## src/verilog/sdram_mode_pkg.sv

```systemverilog
`default_nettype none
package sdram_mode_pkg;
    ////////////////////////////////////////////////////////////////////////
    // register map
    localparam logic [31:0] AREA2_WAIT_ADDR = 32'hFFFC0000;
    localparam logic [31:0] AREA3_WAIT_ADDR = 32'hFFFC0004;
    localparam logic [31:0] STATUS_ADDR = 32'hFFFC0008;
    localparam logic [31:0] WAIT_RESET = 32'h00000500;
    localparam logic [31:0] WAIT_MASK = 32'h001007C0;
    localparam logic [31:0] AREA3_EXTRA_MASK = 32'h0000001B;
    localparam int BYTE_SEL_BIT = 20;
    localparam int PRE_IDLE_LSB = 3;
    localparam int REF_IDLE_LSB = 0;
    ////////////////////////////////////////////////////////////////////////
    // mode register trigger addresses
    localparam logic [31:0] TRIG_SW_N_CL2 = 32'hFFFC5440;
    localparam logic [31:0] TRIG_SW_N_CL3 = 32'hFFFC5460;
    localparam logic [31:0] TRIG_SW_W_CL2 = 32'hFFFC5880;
    localparam logic [31:0] TRIG_SW_W_CL3 = 32'hFFFC58C0;
    localparam logic [31:0] TRIG_BW_N_CL2 = 32'hFFFC5040;
    localparam logic [31:0] TRIG_BW_N_CL3 = 32'hFFFC5060;
    localparam logic [31:0] TRIG_BW_W_CL2 = 32'hFFFC5080;
    localparam logic [31:0] TRIG_BW_W_CL3 = 32'hFFFC50C0;
    ////////////////////////////////////////////////////////////////////////
    // mode value fields
    localparam logic [6:0] WBM_BURST = 7'h00;
    localparam logic [6:0] WBM_SINGLE = 7'h04;
    localparam logic [2:0] CL_TWO = 3'h2;
    localparam logic [2:0] CL_THREE = 3'h3;
    localparam logic WRAP_SEQ = 1'b0;
    localparam logic [2:0] BL_ONE = 3'h0;
    localparam int WIDE_SHIFT = 2;
    localparam int NARROW_SHIFT = 1;
    localparam logic [3:0] REF_TOTAL = 4'h8;

    typedef enum logic [2:0] {
        CMD_NOP = 3'h0,
        CMD_PALL = 3'h1,
        CMD_REF = 3'h2,
        CMD_MRS = 3'h3
    } sdram_cmd_e;

    typedef enum logic [2:0] {
        ST_IDLE = 3'h0,
        ST_PALL = 3'h1,
        ST_PRE_GAP = 3'h3,
        ST_REF = 3'h2,
        ST_REF_GAP = 3'h6,
        ST_MRS = 3'h7
    } seq_state_e;

    // mode value as it leaves on the address pins
    function automatic logic [15:0] mode_pins(input logic single, input logic cl3,
                                              input logic wide);
        logic [13:0] m;
        m = {single ? WBM_SINGLE : WBM_BURST, cl3 ? CL_THREE : CL_TWO, WRAP_SEQ, BL_ONE};
        return wide ? (16'(m) << WIDE_SHIFT) : (16'(m) << NARROW_SHIFT);
    endfunction : mode_pins
endpackage : sdram_mode_pkg
`default_nettype wire

```

## src/verilog/byte_strobe_timing.sv

```systemverilog
`default_nettype none
module byte_strobe_timing (
    // clock and reset
    input wire logic pclk,
    input wire logic presetn,
    // control
    input wire logic byte_access_select,
    // access cycle
    input wire logic cyc_active,
    input wire logic cyc_write,
    input wire logic [3:0] byte_en,
    input wire logic read_timing,
    input wire logic write_timing,
    // sram pins
    output logic [3:0] byte_write_strobe_n,
    output logic rd_wr_n
);
    logic [3:0] strobe_d;
    logic dir_d;

    always_comb begin
        if (byte_access_select) begin
            // strobes whole cycle
            strobe_d = cyc_active ? ~byte_en : 4'hF;
            dir_d = ~(cyc_active & cyc_write & write_timing);
        end else begin
            // strobes at read timing
            strobe_d = (cyc_active & read_timing) ? ~byte_en : 4'hF;
            dir_d = ~(cyc_active & cyc_write);
        end
    end

    always_ff @(posedge pclk or negedge presetn) begin
        if (!presetn) begin
            byte_write_strobe_n <= 4'hF;
            rd_wr_n <= 1'b1;
        end else begin
            byte_write_strobe_n <= strobe_d;
            rd_wr_n <= dir_d;
        end
    end

    a_strobe_rd_time: assert property (@(posedge pclk) disable iff (!presetn)
        !byte_access_select && cyc_active && !read_timing |=> byte_write_strobe_n == 4'hF)
        else $error("strobe outside read timing");
    a_dir_whole_cyc: assert property (@(posedge pclk) disable iff (!presetn)
        !byte_access_select && cyc_active && cyc_write |=> !rd_wr_n)
        else $error("direction not asserted in write cycle");
    a_strobe_cycle: assert property (@(posedge pclk) disable iff (!presetn)
        byte_access_select && cyc_active |=> byte_write_strobe_n == ~$past(byte_en))
        else $error("strobe missing in access cycle");
    a_dir_wr_time: assert property (@(posedge pclk) disable iff (!presetn)
        byte_access_select && !write_timing |=> rd_wr_n)
        else $error("direction outside write timing");
endmodule : byte_strobe_timing
`default_nettype wire

```

## src/verilog/sdram_mode_register_setup.sv

```systemverilog
// The address map and register access over APB are this design's own decisions.
`default_nettype none
// Overview of operation
// byte select 0: strobes at read timing
// byte select 1: strobes whole cycle, direction at write
// reserved wait bits read zero
// software writes zero to reserved bits
// single-write trigger address starts mode write
// burst-write trigger address starts mode write
// write-burst field zero or single-write value
// cas field 010 or 011
// wrap bit zero, sequential
// burst length field 000
// 32-bit bus pin placement
// 16-bit bus pin placement
// precharge-all comes first
// exactly eight auto-refreshes follow
// mode write issued last
// precharge idle cycles from area 3 field
// refresh idle cycles after each refresh
module sdram_mode_register_setup (
    // apb
    input wire logic pclk,
    input wire logic presetn,
    input wire logic psel,
    input wire logic penable,
    input wire logic pwrite,
    input wire logic [31:0] paddr,
    input wire logic [31:0] pwdata,
    output logic [31:0] prdata,
    output logic pready,
    output logic pslverr,
    // sdram command pins
    output logic [2:0] sdram_cmd,
    output logic [15:0] sdram_addr,
    output logic seq_busy,
    // byte-selection sram access
    input wire logic area3_sel,
    input wire logic cyc_active,
    input wire logic cyc_write,
    input wire logic [3:0] byte_en,
    input wire logic read_timing,
    input wire logic write_timing,
    output logic [3:0] byte_write_strobe_n,
    output logic rd_wr_n
);
    ////////////////////////////////////////////////////////////////////////
    // bus decode
    logic [31:0] area2_wait_control_q;
    logic [31:0] area3_wait_control_q;
    sdram_mode_pkg::seq_state_e state_q, state_d;
    logic [1:0] gap_q, gap_d;
    logic [3:0] ref_q, ref_d;
    logic single_q, cl3_q, wide_q;
    logic access, trig_hit, trig_single, trig_cl3, trig_wide, reg_hit, trig_fire;
    logic [1:0] pre_idle, ref_idle;

    assign access = psel & penable;

    always_comb begin
        trig_hit = 1'b1;
        trig_single = 1'b0;
        trig_cl3 = 1'b0;
        trig_wide = 1'b0;
        unique case (paddr)
            sdram_mode_pkg::TRIG_SW_N_CL2: trig_single = 1'b1;
            sdram_mode_pkg::TRIG_SW_N_CL3: {trig_single, trig_cl3} = 2'h3;
            sdram_mode_pkg::TRIG_SW_W_CL2: {trig_single, trig_wide} = 2'h3;
            sdram_mode_pkg::TRIG_SW_W_CL3: {trig_single, trig_cl3, trig_wide} = 3'h7;
            sdram_mode_pkg::TRIG_BW_N_CL2: trig_hit = 1'b1;
            sdram_mode_pkg::TRIG_BW_N_CL3: trig_cl3 = 1'b1;
            sdram_mode_pkg::TRIG_BW_W_CL2: trig_wide = 1'b1;
            sdram_mode_pkg::TRIG_BW_W_CL3: {trig_cl3, trig_wide} = 2'h3;
            default: trig_hit = 1'b0;
        endcase
    end

    assign reg_hit = (paddr == sdram_mode_pkg::AREA2_WAIT_ADDR) |
                     (paddr == sdram_mode_pkg::AREA3_WAIT_ADDR) |
                     (paddr == sdram_mode_pkg::STATUS_ADDR);
    // a trigger write while a sequence runs waits rather than being lost
    assign pready = ~(access & pwrite & trig_hit & seq_busy);
    assign pslverr = access & ~reg_hit & ~trig_hit;
    // trigger on address write
    assign trig_fire = access & pwrite & trig_hit & pready;

    ////////////////////////////////////////////////////////////////////////
    // wait control registers
    always_ff @(posedge pclk or negedge presetn) begin
        if (!presetn) begin
            area2_wait_control_q <= sdram_mode_pkg::WAIT_RESET;
            area3_wait_control_q <= sdram_mode_pkg::WAIT_RESET;
        end else if (access & pwrite & pready) begin
            // reserved bits never stored
            if (paddr == sdram_mode_pkg::AREA2_WAIT_ADDR) begin
                area2_wait_control_q <= pwdata & sdram_mode_pkg::WAIT_MASK;
            end
            if (paddr == sdram_mode_pkg::AREA3_WAIT_ADDR) begin
                area3_wait_control_q <= pwdata &
                    (sdram_mode_pkg::WAIT_MASK | sdram_mode_pkg::AREA3_EXTRA_MASK);
            end
        end
    end

    always_comb begin
        prdata = 32'h00000000;
        if (access & ~pwrite) begin
            if (paddr == sdram_mode_pkg::AREA2_WAIT_ADDR) begin
                prdata = area2_wait_control_q;
            end else if (paddr == sdram_mode_pkg::AREA3_WAIT_ADDR) begin
                prdata = area3_wait_control_q;
            end else if (paddr == sdram_mode_pkg::STATUS_ADDR) begin
                prdata = {23'h000000, state_q, ref_q, seq_busy, 1'b0};
            end
        end
    end

    assign pre_idle = area3_wait_control_q[sdram_mode_pkg::PRE_IDLE_LSB +: 2];
    assign ref_idle = area3_wait_control_q[sdram_mode_pkg::REF_IDLE_LSB +: 2];

    ////////////////////////////////////////////////////////////////////////
    // mode setting sequence
    always_comb begin
        state_d = state_q;
        gap_d = gap_q;
        ref_d = ref_q;
        unique case (state_q)
            sdram_mode_pkg::ST_IDLE: begin
                // precharge-all first
                if (trig_fire) begin
                    state_d = sdram_mode_pkg::ST_PALL;
                end
            end
            sdram_mode_pkg::ST_PALL: begin
                ref_d = 4'h0;
                // precharge idle gap
                if (pre_idle == 2'h0) begin
                    state_d = sdram_mode_pkg::ST_REF;
                end else begin
                    state_d = sdram_mode_pkg::ST_PRE_GAP;
                    gap_d = pre_idle - 2'h1;
                end
            end
            sdram_mode_pkg::ST_PRE_GAP: begin
                if (gap_q == 2'h0) begin
                    state_d = sdram_mode_pkg::ST_REF;
                end else begin
                    gap_d = gap_q - 2'h1;
                end
            end
            sdram_mode_pkg::ST_REF: begin
                // count eight refreshes
                ref_d = ref_q + 4'h1;
                // refresh idle gap
                if (ref_idle != 2'h0) begin
                    state_d = sdram_mode_pkg::ST_REF_GAP;
                    gap_d = ref_idle - 2'h1;
                end else if (ref_d == sdram_mode_pkg::REF_TOTAL) begin
                    state_d = sdram_mode_pkg::ST_MRS;
                end
            end
            sdram_mode_pkg::ST_REF_GAP: begin
                if (gap_q != 2'h0) begin
                    gap_d = gap_q - 2'h1;
                end else if (ref_q == sdram_mode_pkg::REF_TOTAL) begin
                    // mode write last
                    state_d = sdram_mode_pkg::ST_MRS;
                end else begin
                    state_d = sdram_mode_pkg::ST_REF;
                end
            end
            sdram_mode_pkg::ST_MRS: state_d = sdram_mode_pkg::ST_IDLE;
            default: state_d = sdram_mode_pkg::ST_IDLE;
        endcase
    end

    always_ff @(posedge pclk or negedge presetn) begin
        if (!presetn) begin
            state_q <= sdram_mode_pkg::ST_IDLE;
            gap_q <= 2'h0;
            ref_q <= 4'h0;
        end else begin
            state_q <= state_d;
            gap_q <= gap_d;
            ref_q <= ref_d;
        end
    end

    always_ff @(posedge pclk or negedge presetn) begin
        if (!presetn) begin
            single_q <= 1'b0;
            cl3_q <= 1'b0;
            wide_q <= 1'b0;
        end else if (trig_fire) begin
            single_q <= trig_single;
            cl3_q <= trig_cl3;
            wide_q <= trig_wide;
        end
    end

    assign seq_busy = (state_q != sdram_mode_pkg::ST_IDLE);

    ////////////////////////////////////////////////////////////////////////
    // command pins, registered from the next state
    always_ff @(posedge pclk or negedge presetn) begin
        if (!presetn) begin
            sdram_cmd <= sdram_mode_pkg::CMD_NOP;
            sdram_addr <= 16'h0000;
        end else begin
            sdram_addr <= 16'h0000;
            unique case (state_d)
                sdram_mode_pkg::ST_PALL: sdram_cmd <= sdram_mode_pkg::CMD_PALL;
                sdram_mode_pkg::ST_REF: sdram_cmd <= sdram_mode_pkg::CMD_REF;
                sdram_mode_pkg::ST_MRS: begin
                    sdram_cmd <= sdram_mode_pkg::CMD_MRS;
                    // mode value on pins
                    sdram_addr <= sdram_mode_pkg::mode_pins(
                        trig_fire ? trig_single : single_q,
                        trig_fire ? trig_cl3 : cl3_q,
                        trig_fire ? trig_wide : wide_q);
                end
                default: sdram_cmd <= sdram_mode_pkg::CMD_NOP;
            endcase
        end
    end

    ////////////////////////////////////////////////////////////////////////
    // byte-selection sram strobes
    byte_strobe_timing u_strobe (
        .pclk(pclk),
        .presetn(presetn),
        .byte_access_select(area3_sel ? area3_wait_control_q[sdram_mode_pkg::BYTE_SEL_BIT] :
                                        area2_wait_control_q[sdram_mode_pkg::BYTE_SEL_BIT]),
        .cyc_active(cyc_active),
        .cyc_write(cyc_write),
        .byte_en(byte_en),
        .read_timing(read_timing),
        .write_timing(write_timing),
        .byte_write_strobe_n(byte_write_strobe_n),
        .rd_wr_n(rd_wr_n)
    );

    ////////////////////////////////////////////////////////////////////////
    // checking helpers
    logic [2:0] last_cmd_q;
    logic [2:0] nop_run_q;
    logic [3:0] refs_seen_q;

    always_ff @(posedge pclk or negedge presetn) begin
        if (!presetn) begin
            last_cmd_q <= sdram_mode_pkg::CMD_NOP;
            nop_run_q <= 3'h0;
            refs_seen_q <= 4'h0;
        end else begin
            if (sdram_cmd != sdram_mode_pkg::CMD_NOP) begin
                last_cmd_q <= sdram_cmd;
                nop_run_q <= 3'h0;
            end else if (nop_run_q != 3'h7) begin
                nop_run_q <= nop_run_q + 3'h1;
            end
            if (sdram_cmd == sdram_mode_pkg::CMD_PALL) begin
                refs_seen_q <= 4'h0;
            end else if (sdram_cmd == sdram_mode_pkg::CMD_REF) begin
                refs_seen_q <= refs_seen_q + 4'h1;
            end
        end
    end

    a_reserved_zero: assert property (@(posedge pclk) disable iff (!presetn)
        access && !pwrite && pready |-> (prdata & 32'hFFEFF800) == 32'h00000000 ||
        paddr == sdram_mode_pkg::STATUS_ADDR)
        else $error("reserved wait bits read nonzero");
    a_pall_first: assert property (@(posedge pclk) disable iff (!presetn)
        trig_fire |=> sdram_cmd == sdram_mode_pkg::CMD_PALL)
        else $error("sequence did not open with precharge-all");
    a_ref_bound: assert property (@(posedge pclk) disable iff (!presetn)
        sdram_cmd == sdram_mode_pkg::CMD_REF |-> refs_seen_q < sdram_mode_pkg::REF_TOTAL)
        else $error("more than eight refreshes");
    a_mrs_after8: assert property (@(posedge pclk) disable iff (!presetn)
        sdram_cmd == sdram_mode_pkg::CMD_MRS |-> refs_seen_q == sdram_mode_pkg::REF_TOTAL &&
        last_cmd_q == sdram_mode_pkg::CMD_REF)
        else $error("mode write before eight refreshes");
    a_pre_gap: assert property (@(posedge pclk) disable iff (!presetn)
        sdram_cmd == sdram_mode_pkg::CMD_REF && last_cmd_q == sdram_mode_pkg::CMD_PALL
        |-> nop_run_q == {1'b0, pre_idle})
        else $error("wrong idle count after precharge-all");
    a_ref_gap: assert property (@(posedge pclk) disable iff (!presetn)
        sdram_cmd != sdram_mode_pkg::CMD_NOP && last_cmd_q == sdram_mode_pkg::CMD_REF
        |-> nop_run_q == {1'b0, ref_idle})
        else $error("wrong idle count after refresh");
    a_mode_trig: assert property (@(posedge pclk) disable iff (!presetn)
        trig_fire && paddr == sdram_mode_pkg::TRIG_SW_W_CL2
        |=> single_q && wide_q && !cl3_q)
        else $error("single-write trigger not decoded");
    a_mode_wbm: assert property (@(posedge pclk) disable iff (!presetn)
        sdram_cmd == sdram_mode_pkg::CMD_MRS && wide_q
        |-> sdram_addr[15:9] == (single_q ? 7'h04 : 7'h00))
        else $error("write-burst field wrong");
    a_mode_cas: assert property (@(posedge pclk) disable iff (!presetn)
        sdram_cmd == sdram_mode_pkg::CMD_MRS && !wide_q
        |-> sdram_addr[7:5] == (cl3_q ? 3'h3 : 3'h2))
        else $error("cas field wrong");
    a_pins_narrow: assert property (@(posedge pclk) disable iff (!presetn)
        sdram_cmd == sdram_mode_pkg::CMD_MRS && !wide_q
        |-> sdram_addr[4:0] == 5'h00 && sdram_addr[15] == 1'b0)
        else $error("16-bit wrap or burst length pins wrong");
    a_pins_wide: assert property (@(posedge pclk) disable iff (!presetn)
        sdram_cmd == sdram_mode_pkg::CMD_MRS && wide_q |-> sdram_addr[5:0] == 6'h00)
        else $error("32-bit wrap or burst length pins wrong");
endmodule : sdram_mode_register_setup
`default_nettype wire
```

## config.mk

```make
export PLATFORM = sky130hd
export DESIGN_NAME = sdram_mode_register_setup
export DESIGN_NICKNAME = d
export VERILOG_FILES = /design/src/verilog/sdram_mode_pkg.sv /design/src/verilog/byte_strobe_timing.sv /design/src/verilog/sdram_mode_register_setup.sv
export SDC_FILE = /design/constraint.sdc
export NUM_CORES = 1
export LEC_CHECK = 0
export BUFFER_PORTS_ARGS = -buffer_cell sky130_fd_sc_hd__buf_2
export CELL_PAD_IN_SITES_DETAIL_PLACEMENT = 2
export CELL_PAD_IN_SITES_GLOBAL_PLACEMENT = 2
export CORE_MARGIN = 2
export CORE_UTILIZATION = 25
export CTS_BUF_LIST = sky130_fd_sc_hd__clkbuf_8 sky130_fd_sc_hd__clkbuf_16
export CTS_CLUSTER_SIZE = 8
export DETAILED_ROUTE_END_ITERATION = 7
export PLACE_DENSITY = 0.77
export SETUP_SLACK_MARGIN = 0.5
export SYNTH_ARGS = -nofsm -noshare
export SYNTH_HDL_FRONTEND = slang
export SYNTH_HIERARCHICAL = 1
export SYNTH_SLANG_ARGS = --single-unit
export TNS_END_PERCENT = 100
```

## constraint.sdc

```tcl
create_clock -name pclk -period 2.6 [get_ports pclk]
set_input_delay 0 -clock pclk [delete_from_list [all_inputs] [get_ports pclk]]
set_output_delay 0 -clock pclk [all_outputs]
set_load 0.05 [all_outputs]
```

# [Word level (Yosys, flattened, before mapping)]
# Index checks and enable logic that the tools add are counted.
[classes] addsub=4 n_eq_ne=24 mux=35 bitwise_logic=21 n_reduce_logical=15
[ops] cell="$eq A32 B32 Y1 const B" n=11
[ops] cell="$mux W21" n=3
[ops] cell="$mux W12" n=2
[ops] cell="$mux W3" n=7
[ops] cell="$pmux W3 S5" n=1
[ops] cell="$and A1 B1 Y1" n=12
[ops] cell="$mux W4" n=3
[ops] cell="$reduce_or A4 Y1" n=3
[ops] cell="$mux W1" n=11
[ops] cell="$eq A3 B2 Y1 const B" n=3
[ops] cell="$mux W9" n=1
[ops] cell="$eq A4 B4 Y1 const B" n=2
[ops] cell="$mux W2" n=4
[ops] cell="$ne A2 B2 Y1 const B" n=4
[ops] cell="$pmux W2 S4" n=1
[ops] cell="$pmux W4 S2" n=1
[ops] cell="$reduce_or A8 Y1" n=1
[ops] cell="$eq A3 B1 Y1 const B" n=2
[ops] cell="$eq A3 B3 Y1 const B" n=2
[ops] cell="$not A1 Y1" n=6
[ops] cell="$pmux W2 S3" n=1
[ops] cell="$reduce_bool A2 Y1" n=3
[ops] cell="$sub A2 B1 Y2 const B" n=3
[ops] cell="$reduce_and A5 Y1" n=1
[ops] cell="other kinds (8)" n=11
[word_totals] reg_bits=52 input_bits=78

# [Longest topological paths before layout]
# Gate-level depths: netlist of the first run.
[depth] ltp_word=11 mapped_depth=7 depth_no_buf=7

# [Cells and area by module]
# The synthesis of the first run kept the hierarchy.
[modules_own_cells] module="sdram_mode_register_setup" instances=1 cells_each=258 area_each_um2=2347.3 seq_area_each_um2=880.8
[modules_own_cells] module="byte_strobe_timing" instances=1 cells_each=12 area_each_um2=165.2 seq_area_each_um2=131.4

# [Worst setup path before layout of the first run]
# OpenSTA, ideal clock, no wires.
[synth_timing] kind="input port to output port" startpoint="input paddr[23]" endpoint="output prdata[0]" arrival_time_ns=2.287 t_required_ns=2.600 path_slack_ns=0.313 stages=7 path_cell_list="inv_1 -> or4_4 -> buf_6 -> nor3_1 -> nand2_1 -> clkbuf_1 -> nor3_1"
[synth_between] elab_chain_len=4 word_cells_on_any_way=5
[synth_rtl] element="from (decl)" line="sdram_mode_register_setup.sv:28" rtl="input wire logic [31:0] paddr,"
[synth_rtl] element="$eq A32 B32 Y1" line="sdram_mode_register_setup.sv:110" rtl="end else if (paddr == sdram_mode_pkg::AREA3_WAIT_ADDR) begin"
[synth_rtl] element="$mux W21" line="sdram_mode_register_setup.sv:110"
[synth_rtl] element="$mux W21 (*)" line="sdram_mode_register_setup.sv:108" rtl="if (paddr == sdram_mode_pkg::AREA2_WAIT_ADDR) begin"
[synth_rtl] element="$mux W21 (*)" line="sdram_mode_register_setup.sv:107" rtl="if (access & ~pwrite) begin"
[synth_rtl] element="to (decl)" line="sdram_mode_register_setup.sv:30" rtl="output logic [31:0] prdata,"
# Mark *: on every way between the ends. The rest lies on a longest branch, timed or not.

# [Final worst setup path of the first run]
[layout_timing] startpoint="register state_q[1]" endpoint="register sdram_addr[7]"
[layout_between] elab_chain_len=8 word_cells_on_any_way=19
[layout_rtl] element="from (decl)" line="sdram_mode_register_setup.sv:51" rtl="sdram_mode_pkg::seq_state_e state_q, state_d;"
[layout_rtl] element="from (signal assigned)" line="sdram_mode_register_setup.sv:179" rtl="state_q <= sdram_mode_pkg::ST_IDLE;"
[layout_rtl] element="from (signal assigned)" line="sdram_mode_register_setup.sv:183" rtl="state_q <= state_d;"
[layout_rtl] element="$reduce_bool A3 Y1" line="sdram_mode_register_setup.sv:201" rtl="assign seq_busy = (state_q != sdram_mode_pkg::ST_IDLE);"
[layout_rtl] element="$and A1 B1 Y1" line="sdram_mode_register_setup.sv:82" rtl="assign pready = ~(access & pwrite & trig_hit & seq_busy);"
[layout_rtl] element="$not A1 Y1" line="sdram_mode_register_setup.sv:82"
[layout_rtl] element="$and A1 B1 Y1" line="sdram_mode_register_setup.sv:85" rtl="assign trig_fire = access & pwrite & trig_hit & pready;"
[layout_rtl] element="$mux W3" line="sdram_mode_register_setup.sv:130" rtl="if (trig_fire) begin"
[layout_rtl] element="$pmux W3 S5" line="sdram_mode_register_setup.sv:127" rtl="unique case (state_q)"
[layout_rtl] element="$eq A3 B3 Y1" line="sdram_mode_register_setup.sv:211" rtl="unique case (state_d)"
[layout_rtl] element="$mux W12 (*)" line="sdram_mode_register_setup.sv:211"
[layout_rtl] element="to (signal assigned)" line="sdram_mode_register_setup.sv:217" rtl="sdram_addr <= sdram_mode_pkg::mode_pins("
[layout_rtl] element="to (decl)" line="sdram_mode_register_setup.sv:35" rtl="output logic [15:0] sdram_addr,"
# Marks and branches as above.
# A chain may end at the register's enable or synchronous reset.

==> impl_metrics.json, run 1 <==
{
  "min_path_type": "in2reg",
  "cts_buffer_depth": 2,
  "dr.pass1.iters": 4,
  "synth-seq-cells": 40,
  "worstSetupPathType": "reg2reg",
  "clk_pin_slew_ns": 0.08,
  "final.setup.tns_ns": 0,
  "r2r_cells": 5,
  "worstHoldStart": "read_timing",
  "via_per_inst": 4.56,
  "hold-path-endpoint": "u_strobe/byte_write_strobe_n[2]",
  "fin_nets": 454,
  "clock-root-buffer": "clkbuf_8",
  "avgSynthCellArea_um2": 9.31,
  "insertion_delay_ns": 0.30,
  "area_growth_pct": 29.3,
  "ios": 137,
  "fmax_mhz": 500,
  "ir_worst_vdd_mv": 0.231,
  "core_area_um2": 9770,
  "critPathMaxFanout": 10,
  "grt_pass1_wl_mm": 13.0,
  "critPathRequiredTime_ns": 2.80,
  "status": "finished clean",
  "port_buffers": 82,
  "synthesis.area_um2": 2510,
  "hold_depth": 3,
  "reg2reg_slack_ns": 0.60,
  "synth-edff-count": 0,
  "wl_per_cell_um": 15.2,
  "drt-total-wl_mm": 7.70,
  "synth_cell_types": 46,
  "dieWidth_um": 104,
  "timing.slew.headroom_pct": 39.3,
  "grt_start_max_net_pins": 41,
  "synth_cells": 270,
  "critPathArrivalTime_ns": 2.20,
  "grt_use_total_pct": 14.6,
  "antenna_found_initial": 0,
  "n_antenna_cell": 0,
  "period_needed_ns": 2.00,
  "fin_area_um2": 3250,
  "powerDensity_nw_per_um2": 391,
  "drcViolationCount": 0,
  "setup_viol": 0,
  "tightest_slew_ns": 0.910,
  "grt_pass1_vias": 2618,
  "skew_ns": 0.0120,
  "final_hold_viol_count": 0,
  "worstReg2RegStart": "state_q[1]",
  "cts.sinks": 40,
  "start_util_pct": 25.7,
  "cts_buffers": 5,
  "fin_crit_sh_pct": 76.9,
  "postRouteAntennaNets": 0,
  "r2r_end": "sdram_addr[7]",
  "async_flop_share_pct": 100,
  "dpl_cell_area_um2": 2980,
  "dp_hpwl_mm": 5.94,
  "fp.dieH_um": 104,
  "p_leak_nw": 1.58,
  "rsz0062_at_grt": "no",
  "drv_cap": 0,
  "endpoint_kind": "flip-flop",
  "h-tree-depth": 2,
  "place_congestion": 0.783,
  "cts_tree": "yes",
  "initialDrtViolationCount": 37,
  "die_area_um2": 10900,
  "row_count": 36,
  "grt.overflow.total": 0,
  "synth-seq-area-share_pct": 40.3,
  "synth_warnings": 6,
  "via_count": 2314,
  "drv_slew": 0,
  "ys.flop_type": "dfrtp_1",
  "critPathLaunchType": "flip-flop",
  "layout-drive-gt1-share_pct": 33.1
}
## metrics by stage
stage / utilization (%) / worst slack [ns] / hold WS [ns] / total power [mW] / std cells
after global placement: 30.5 / 0.550 / 0.133 / 0.845 / 483
after CTS: 33.2 / 0.543 / 0.0163 / 1.29 / 508
final: 33.2 / 0.602 / 0.0147 / 1.27 / 508
after floorplan: - / 0.313 / -0.296 / 0.813 / 301
after detailed placement: 30.5 / 0.463 / 0.132 / 0.849 / 483
after global routing: 33.2 / 0.531 / 0.0318 / 1.33 / 508
## layout by cell type (no fill, tap or decap), drive strengths merged, types with 5 or more instances in the layout
| cell | count |
|---|---|
| conb | 32 |
| nand3 | 7 |
| nand2 | 27 |
| o21ai | 7 |
| dfstp | 9 |
| dfrtp | 31 |
| a21oi | 12 |
| inv | 11 |
| nor2 | 17 |
| a22oi | 9 |
| dlygate4sd3 | 17 |
| buf | 91 |
| nor4 | 9 |
| mux2 | 22 |
| mux2i | 5 |
| clkbuf | 5 |
| nor3 | 18 |
## power by group
group | switching, mW | total (mW) | internal, mW
clock | 0.229 | 0.416 | 0.187
combinational | 0.168 | 0.228 | 0.0601
sequential | 0.000627 | 0.628 | 0.628
total | 0.397 | 1.27 | 0.875
## area by class of cell
cell class                      count  area, um2
Clock inverter                      3       18.8
Timing Repair Buffer              108        648
Inverter                           12       45.0
Tap cell                          133        166
Multi-Input combinational cell    207       1290
Sequential cell                    40       1010
Clock buffer                        5       68.8
Fill cell                        1139       6530
## layer usage
metal | track usage (%) | vias to the layer above | part of all wire (%)
met1 | 17.7 | 1134 | 42
li1 | - | 1100 | -
met2 | 26.5 | 74 | 52
met4 | 4.15 | 0 | 1.3
met3 | 2.32 | 6 | 4.7
met5 | 0 | - | 0
## sequential cells by signal, summed over array words and instances, names as in the netlist
signal and cells:
u_strobe/byte_write_strobe_n 4, gap_q 2, sdram_cmd 2, area3_wait_control_q 10, state_q 3, single_q 1, ref_q 4, sdram_addr 5
area2_wait_control_q 6, u_strobe/rd_wr_n 1, wide_q 1, cl3_q 1
## kinds of logic after synthesis
family / after synthesis / share of synthesized area, %
simple gates: 105 / 22.7
buf+inv: 54 / 13.5
other cells: 1 / 0.149
mux: 27 / 12.0
fa+ha+maj: 2 / 0.996
compound gates: 41 / 10.4
flops: 40 / 40.3
## repair_timing
| action | in CTS | in global routing |
|---|---|---|
| hold endpoints to repair | 52 | 0 |
| gates resized for setup | 1 | 2 |
| setup endpoints to repair | 1 | 7 |
| hold buffers | 17 | 0 |
| buffers inserted | 0 | 0 |
## how the worst max path moves through the flow
| stage | start | end | cells after the start |
|---|---|---|---|
| finish | state_q[1] | sdram_addr[7] | 5 |
| global route | state_q[1] | sdram_addr[7] | 5 |
| CTS | paddr[17] | prdata[4] | 6 |
| detailed placement | state_q[1] | sdram_addr[7] | 5 |
| global placement | state_q[1] | sdram_addr[7] | 5 |
| floorplan | paddr[23] | prdata[0] | 7 |
## cells in the mapped netlist, drive strengths merged, types with 3 or more instances
cell type | count | area share [%]
nand2b | 3 | 0.75
nor4b | 3 | 1.3
nand2 | 27 | 4.0
o21a | 3 | 0.90
buf | 35 | 11
nor4 | 9 | 2.2
a21oi | 12 | 2.4
mux2 | 22 | 10
mux2i | 5 | 2.0
dfstp | 9 | 9.4
nand3 | 7 | 1.4
a22oi | 9 | 2.7
or3 | 3 | 0.75
o21ai | 7 | 1.4
inv | 11 | 1.6
clkbuf | 7 | 1.0
nor3 | 18 | 3.6
nor2 | 17 | 2.5
dfrtp | 31 | 31
## critical path, cell delays in order (launching register included)
cell and delay [ns]:
dfrtp_1 0.52, nor3_2 0.28, o211ai_1 0.15, or4_4 0.49, mux2_4 0.33, nor2b_4 0.12
Note: power is estimated with default switching activity, not from simulation.
==> inputs of run 2 (changes only) <==
- clock period: 2.6 -> 1.84 ns (I/O delays scaled with it)
==> run 2 against run 1 <==
Worst hold slack worse by 0.0046 ns. Global-route usage is 2.6 points higher. Power is 49% higher. Wire length is 51% higher. Sequential power is 41% higher. Cell area is 38% higher. Clock power is 53% higher. Utilization is 12 points higher. Fmax is 11% higher. Final cell count is 9.4% higher. Sequential cell count stayed put. Largest cell class unchanged. Largest power group unchanged. Highest routed layer unchanged.
==> impl_metrics.json, run 2 (synthesis results as in run 1) <==
{
  "postRouteAntennaNets": 0,
  "critPathRequiredTime_ns": 2.05,
  "critPathArrivalTime_ns": 2.01,
  "dieWidth_um": 104,
  "rsz0062_at_grt": "yes",
  "r2r_cells": 5,
  "worstHoldStart": "read_timing",
  "via_count": 2641,
  "fin_hold_ws_ns": 0.0101,
  "final.setup.tns_ns": 0,
  "dp_hpwl_mm": 6.35,
  "cts_buffers": 5,
  "r2r_end": "sdram_addr[7]",
  "critPathMaxFanout": 2,
  "drv_slew": 0,
  "row_count": 36,
  "initialDrtViolationCount": 87,
  "grt_pass1_wl_mm": 14.9,
  "drcViolationCount": 0,
  "fin_crit_sh_pct": 98.0,
  "fin_area_um2": 4470,
  "grt_use_total_pct": 17.2,
  "n_antenna_cell": 0,
  "p_leak_nw": 2.04,
  "powerDensity_nw_per_um2": 425,
  "layout-drive-gt1-share_pct": 58.9,
  "reg2reg_slack_ns": 0.04,
  "h-tree-depth": 2,
  "timing.slew.headroom_pct": 63.9,
  "fmax_mhz": 555,
  "period_needed_ns": 1.80,
  "insertion_delay_ns": 0.31,
  "final_hold_viol_count": 0,
  "fin_nets": 502,
  "hold-path-endpoint": "u_strobe/byte_write_strobe_n[0]",
  "cts_buffer_depth": 2,
  "start_util_pct": 25.7,
  "grt_pass1_vias": 2902,
  "drv_cap": 0,
  "cts.sinks": 40,
  "status": "finished clean",
  "via_per_inst": 4.75,
  "ir_worst_vdd_mv": 0.221,
  "die_area_um2": 10900,
  "fp.dieH_um": 104,
  "hold_depth": 3,
  "critPathLaunchType": "flip-flop",
  "clk_pin_slew_ns": 0.08,
  "dr.pass1.iters": 4,
  "ios": 137,
  "final_cell_mix": "buf_2 (61), buf_6 (35), buf_4 (33)",
  "port_buffers": 82,
  "grt_start_max_net_pins": 41,
  "worstSetupPathType": "reg2reg",
  "skew_ns": 0.0134,
  "core_area_um2": 9770,
  "min_path_type": "in2reg",
  "area_growth_pct": 77.9,
  "worstReg2RegStart": "state_q[1]",
  "dpl_cell_area_um2": 3310,
  "tightest_slew_ns": 0.541,
  "largest_reg_flops": 10,
  "grt.overflow.total": 0,
  "antenna_found_initial": 0,
  "wl_per_cell_um": 21.0,
  "endpoint_kind": "flip-flop",
  "setup_viol": 0,
  "place_congestion": 0.814,
  "cts_tree": "yes",
  "clock-root-buffer": "clkbuf_8",
  "top_register": "area3_wait_control_q",
  "reg_top3": "area3_wait_control_q x10, area2_wait_control_q x6, sdram_addr x5",
  "layout_commonest_cell": "buf_2",
  "drt-total-wl_mm": 11.6
}
[run 2: metal layers]
| layer | up-vias | wire length (um) | global-route usage (%) | share of wire (%) |
|---|---|---|---|---|
| met3 | 14 | 494 | 2.94 | 4.2 |
| li1 | 1200 | - | - | - |
| met4 | 0 | 197 | 5.79 | 1.7 |
| met5 | - | 0 | 0 | 0 |
| met2 | 97 | 6480 | 32.5 | 56 |
| met1 | 1330 | 4480 | 19.4 | 38 |
[run 2: through the flow]
step	utilization [%]	std cells	power, mW	worst slack [ns]
global placement	33.9	496	1.21	-0.0471
floorplan	-	301	1.16	-0.0528
global route	45.7	556	1.96	-0.0553
finish	45.7	556	1.90	0.0371
detailed placement	33.9	496	1.22	-0.184
CTS	40.3	540	1.88	0.0859
[run 2: what timing repair did]
action / CTS / global route
gates resized for setup: 55 / 89
endpoints found under the setup margin: 48 / 49
endpoints found under the hold margin: 52 / 0
buffers inserted: 18 / 14
gates cloned: 0 / 2
pin swaps: 12 / 18
hold buffers: 18 / 0
[run 2: layout make-up]
class | count | area [um2]
flip-flops and latches | 40 | 1020
repair buffers | 156 | 1300
well taps | 133 | 166
multi-input cells | 207 | 1830
fillers | 1038 | 5310
clock inverters | 2 | 11.3
clock buffers | 6 | 82.6
inverters | 12 | 62.6
[run 2: worst max-delay path by stage]
stage	startpoint	to	slack, ns	depth (start not counted)
after floorplan	state_q[0]	sdram_addr[7]	-0.05	7
after global placement	paddr[1]	single_q	-0.05	7
after detailed placement	paddr[15]	area3_wait_control_q[6]	-0.18	7
after CTS	state_q[1]	sdram_addr[7]	0.09	5
after global routing	state_q[1]	sdram_addr[10]	-0.06	6
final	state_q[1]	sdram_addr[7]	0.04	5
[run 2: where the power goes]
| group | switching [mW] | total, mW | internal [mW] | leakage (nW) |
|---|---|---|---|---|
| clock network | 0.338 | 0.637 | 0.300 | 0.0486 |
| registers | 0.00103 | 0.888 | 0.887 | 0.518 |
| logic | 0.266 | 0.373 | 0.107 | 1.47 |
| total | 0.605 | 1.90 | 1.29 | 2.04 |
[run 2: worst max-delay path, stage by stage, from the launching register on]
cell and delay (ns):
dfrtp_1 0.42, nor3_4 0.24, o211ai_1 0.15, or4_4 0.46
mux2_4 0.32, nor2b_4 0.12
==> inputs of run 3 (changes only) <==
- SETUP_SLACK_MARGIN: 0.5 -> default
==> run 3 against run 2 <==
Clock power increased by 24%. Non-clock buffer count down 30. Clock skew hardly changed. Sequential share of layout area rose by 6.2 points. Fmax increased by 0.11%. Cell area decreased by 22%. Global-route usage fell by 0.65 points. Register-to-register slack is essentially flat. Highest routed layer unchanged. Combinational power is 9.9% lower.
==> impl_metrics.json, run 3 (synthesis results as in run 1) <==
{
  "status": "finished clean",
  "cpPeakStageDelay_ns": 0.45,
  "min_path_type": "in2reg",
  "powerDensity_nw_per_um2": 575,
  "p_int_mw": 1.42,
  "final_cells": 526,
  "largest_reg_flops": 10,
  "cts.sinks": 40,
  "top_register": "area3_wait_control_q",
  "crit_start": "state_q[0]",
  "grt.overflow.total": 0,
  "path_depth": 5,
  "endpoint_kind": "flip-flop",
  "critPathLaunchType": "flip-flop",
  "grt_use_total_pct": 16.6,
  "dieWidth_um": 104,
  "drv_slew": 0,
  "crit_family": "simple AND/OR/NAND/NOR gates",
  "grtUsageMet3_pct": 2.69,
  "setup_viol": 0,
  "critPathMaxFanout": 2,
  "via_count": 2446,
  "drt-total-wl_mm": 8.98,
  "swShare_pct": 29.3,
  "fp.dieH_um": 104,
  "p_leak_nw": 1.70,
  "clk_pin_slew_ns": 0.09,
  "h-tree-depth": 2,
  "cp.buffers_inverters": 0,
  "final_cell_mix": "buf_2 (80), conb_1 (32), dfrtp_1 (31)",
  "grtUsageMet1_pct": 20.1,
  "initialDrtViolationCount": 83,
  "r2r_cells": 5,
  "row_count": 36,
  "path_cells": "nor3_4 > o211ai_1 > or4_4 > mux2_4 > nor2b_4",
  "port_buffers": 82,
  "fmax_mhz": 555,
  "ios": 137,
  "layout-drive-gt1-share_pct": 38.4,
  "grt_start_max_net_pins": 41,
  "layout_commonest_cell": "buf_2",
  "via_per_inst": 4.65,
  "area_growth_pct": 39.3,
  "combPwrFrac_pct": 16.7,
  "critPathArrivalTime_ns": 1.99,
  "fill_cells": 1094,
  "critPathRequiredTime_ns": 2.03,
  "tightest_slew_ns": 0.542,
  "grt_pass1_wl_mm": 14.5,
  "wl_per_cell_um": 17.1,
  "grt_pass1_vias": 2742,
  "fin_crit_sh_pct": 97.9,
  "met2_usage_pct": 30.2,
  "die_area_um2": 10900,
  "n_antenna_cell": 0,
  "drv_cap": 0,
  "skew_ns": 0.0130,
  "core_area_um2": 9770,
  "postRouteAntennaNets": 0,
  "clock-root-buffer": "clkbuf_8",
  "worstReg2RegStart": "state_q[0]",
  "final_hold_viol_count": 0,
  "dpl.cell_count": 499,
  "pwr-share-seq_pct": 44.2,
  "period_needed_ns": 1.80,
  "worstSetupPathType": "reg2reg",
  "r2r_end": "sdram_addr[7]",
  "cts_tree": "yes",
  "place_congestion": 0.798,
  "rsz0062_at_grt": "yes",
  "ir_worst_vdd_mv": 0.319,
  "fin_nets": 472,
  "cts_buffer_depth": 2,
  "cts_buffers": 5,
  "reg2reg_slack_ns": 0.04,
  "timing.slew.headroom_pct": 63.9,
  "clock_power_share_pct": 39.1,
  "p_sw_mw": 0.591,
  "reg_top3": "area3_wait_control_q x10, area2_wait_control_q x6, sdram_addr x5",
  "top_usage_layer": "met2",
  "cpMaxStageDelayCell": "or4_4",
  "fin_area_um2": 3500,
  "critPathCapture": "sdram_addr[7]",
  "dp_hpwl_mm": 6.43,
  "utilization_pct": 35.8,
  "dr.pass1.iters": 4,
  "insertion_delay_ns": 0.30,
  "dpl_cell_area_um2": 3180,
  "start_util_pct": 25.7,
  "antenna_found_initial": 0,
  "drcViolationCount": 0
}
[run 3: cell type report]
type                            instances  area (um2)  area share, %
Clock inverter                          2        38.8           1.11
Timing Repair Buffer                  126         801           22.9
Sequential cell                        40        1010           28.9
Clock buffer                            6        82.6           2.36
Multi-Input combinational cell        207        1360           38.7
Tap cell                              133         166           4.75
Inverter                               12        45.0           1.29
[run 3: power by group through the flow]
stage          clock network, mW  logic [mW]  registers (mW)
2_1_floorplan                  0       0.228           0.922
3_3_place_gp                   0       0.299           0.904
3_5_place_dp                   0       0.304           0.905
4_1_cts                    0.800       0.333           0.888
5_1_grt                    0.850       0.358           0.889
6_report                   0.788       0.336           0.889
[run 3: worst min-delay path by stage]
stage / start / endpoint / cells past startpoint
after floorplan: presetn / area2_wait_control_q[20] / 0
after global routing: read_timing / u_strobe/byte_write_strobe_n[2] / 3
after detailed placement: presetn / area3_wait_control_q[0] / 2
final: read_timing / u_strobe/byte_write_strobe_n[3] / 3
after global placement: presetn / ref_q[3] / 2
after CTS: read_timing / u_strobe/byte_write_strobe_n[3] / 3
[run 3: metal layers]
| metal | part of all wire (%) | wire [um] |
|---|---|---|
| met1 | 43 | 3820 |
| met2 | 52 | 4670 |
| met3 | 3.8 | 343 |
| met4 | 1.6 | 147 |
| met5 | 0 | 0 |
[run 3: worst register-to-register path, stage by stage, from the launching register on]
cell	delay, ns
dfrtp_1	0.42
nor3_4	0.26
o211ai_1	0.13
or4_4	0.45
mux2_4	0.32
nor2b_4	0.12
[run 3: through the flow]
stage / setup WS, ns / total power, mW / TNS, ns / hold slack [ns]
after floorplan: -0.237 / 1.15 / -1.79 / -0.296
after global placement: 0.000772 / 1.20 / 0 / 0.0967
after detailed placement: -0.0413 / 1.21 / -0.0758 / 0.113
after CTS: 0.000671 / 2.02 / 0 / 0.0159
after global routing: -0.0382 / 2.10 / -0.0506 / 0.0673
final: 0.0390 / 2.01 / 0 / 0.0329
[run 3: what timing repair did]
action,4_1_cts,5_1_grt
endpoints found under the hold margin,52,0
setup endpoints to repair,1,14
buffers inserted,0,2
hold buffers,17,0
resized for setup,0,4
pin swaps,3,3
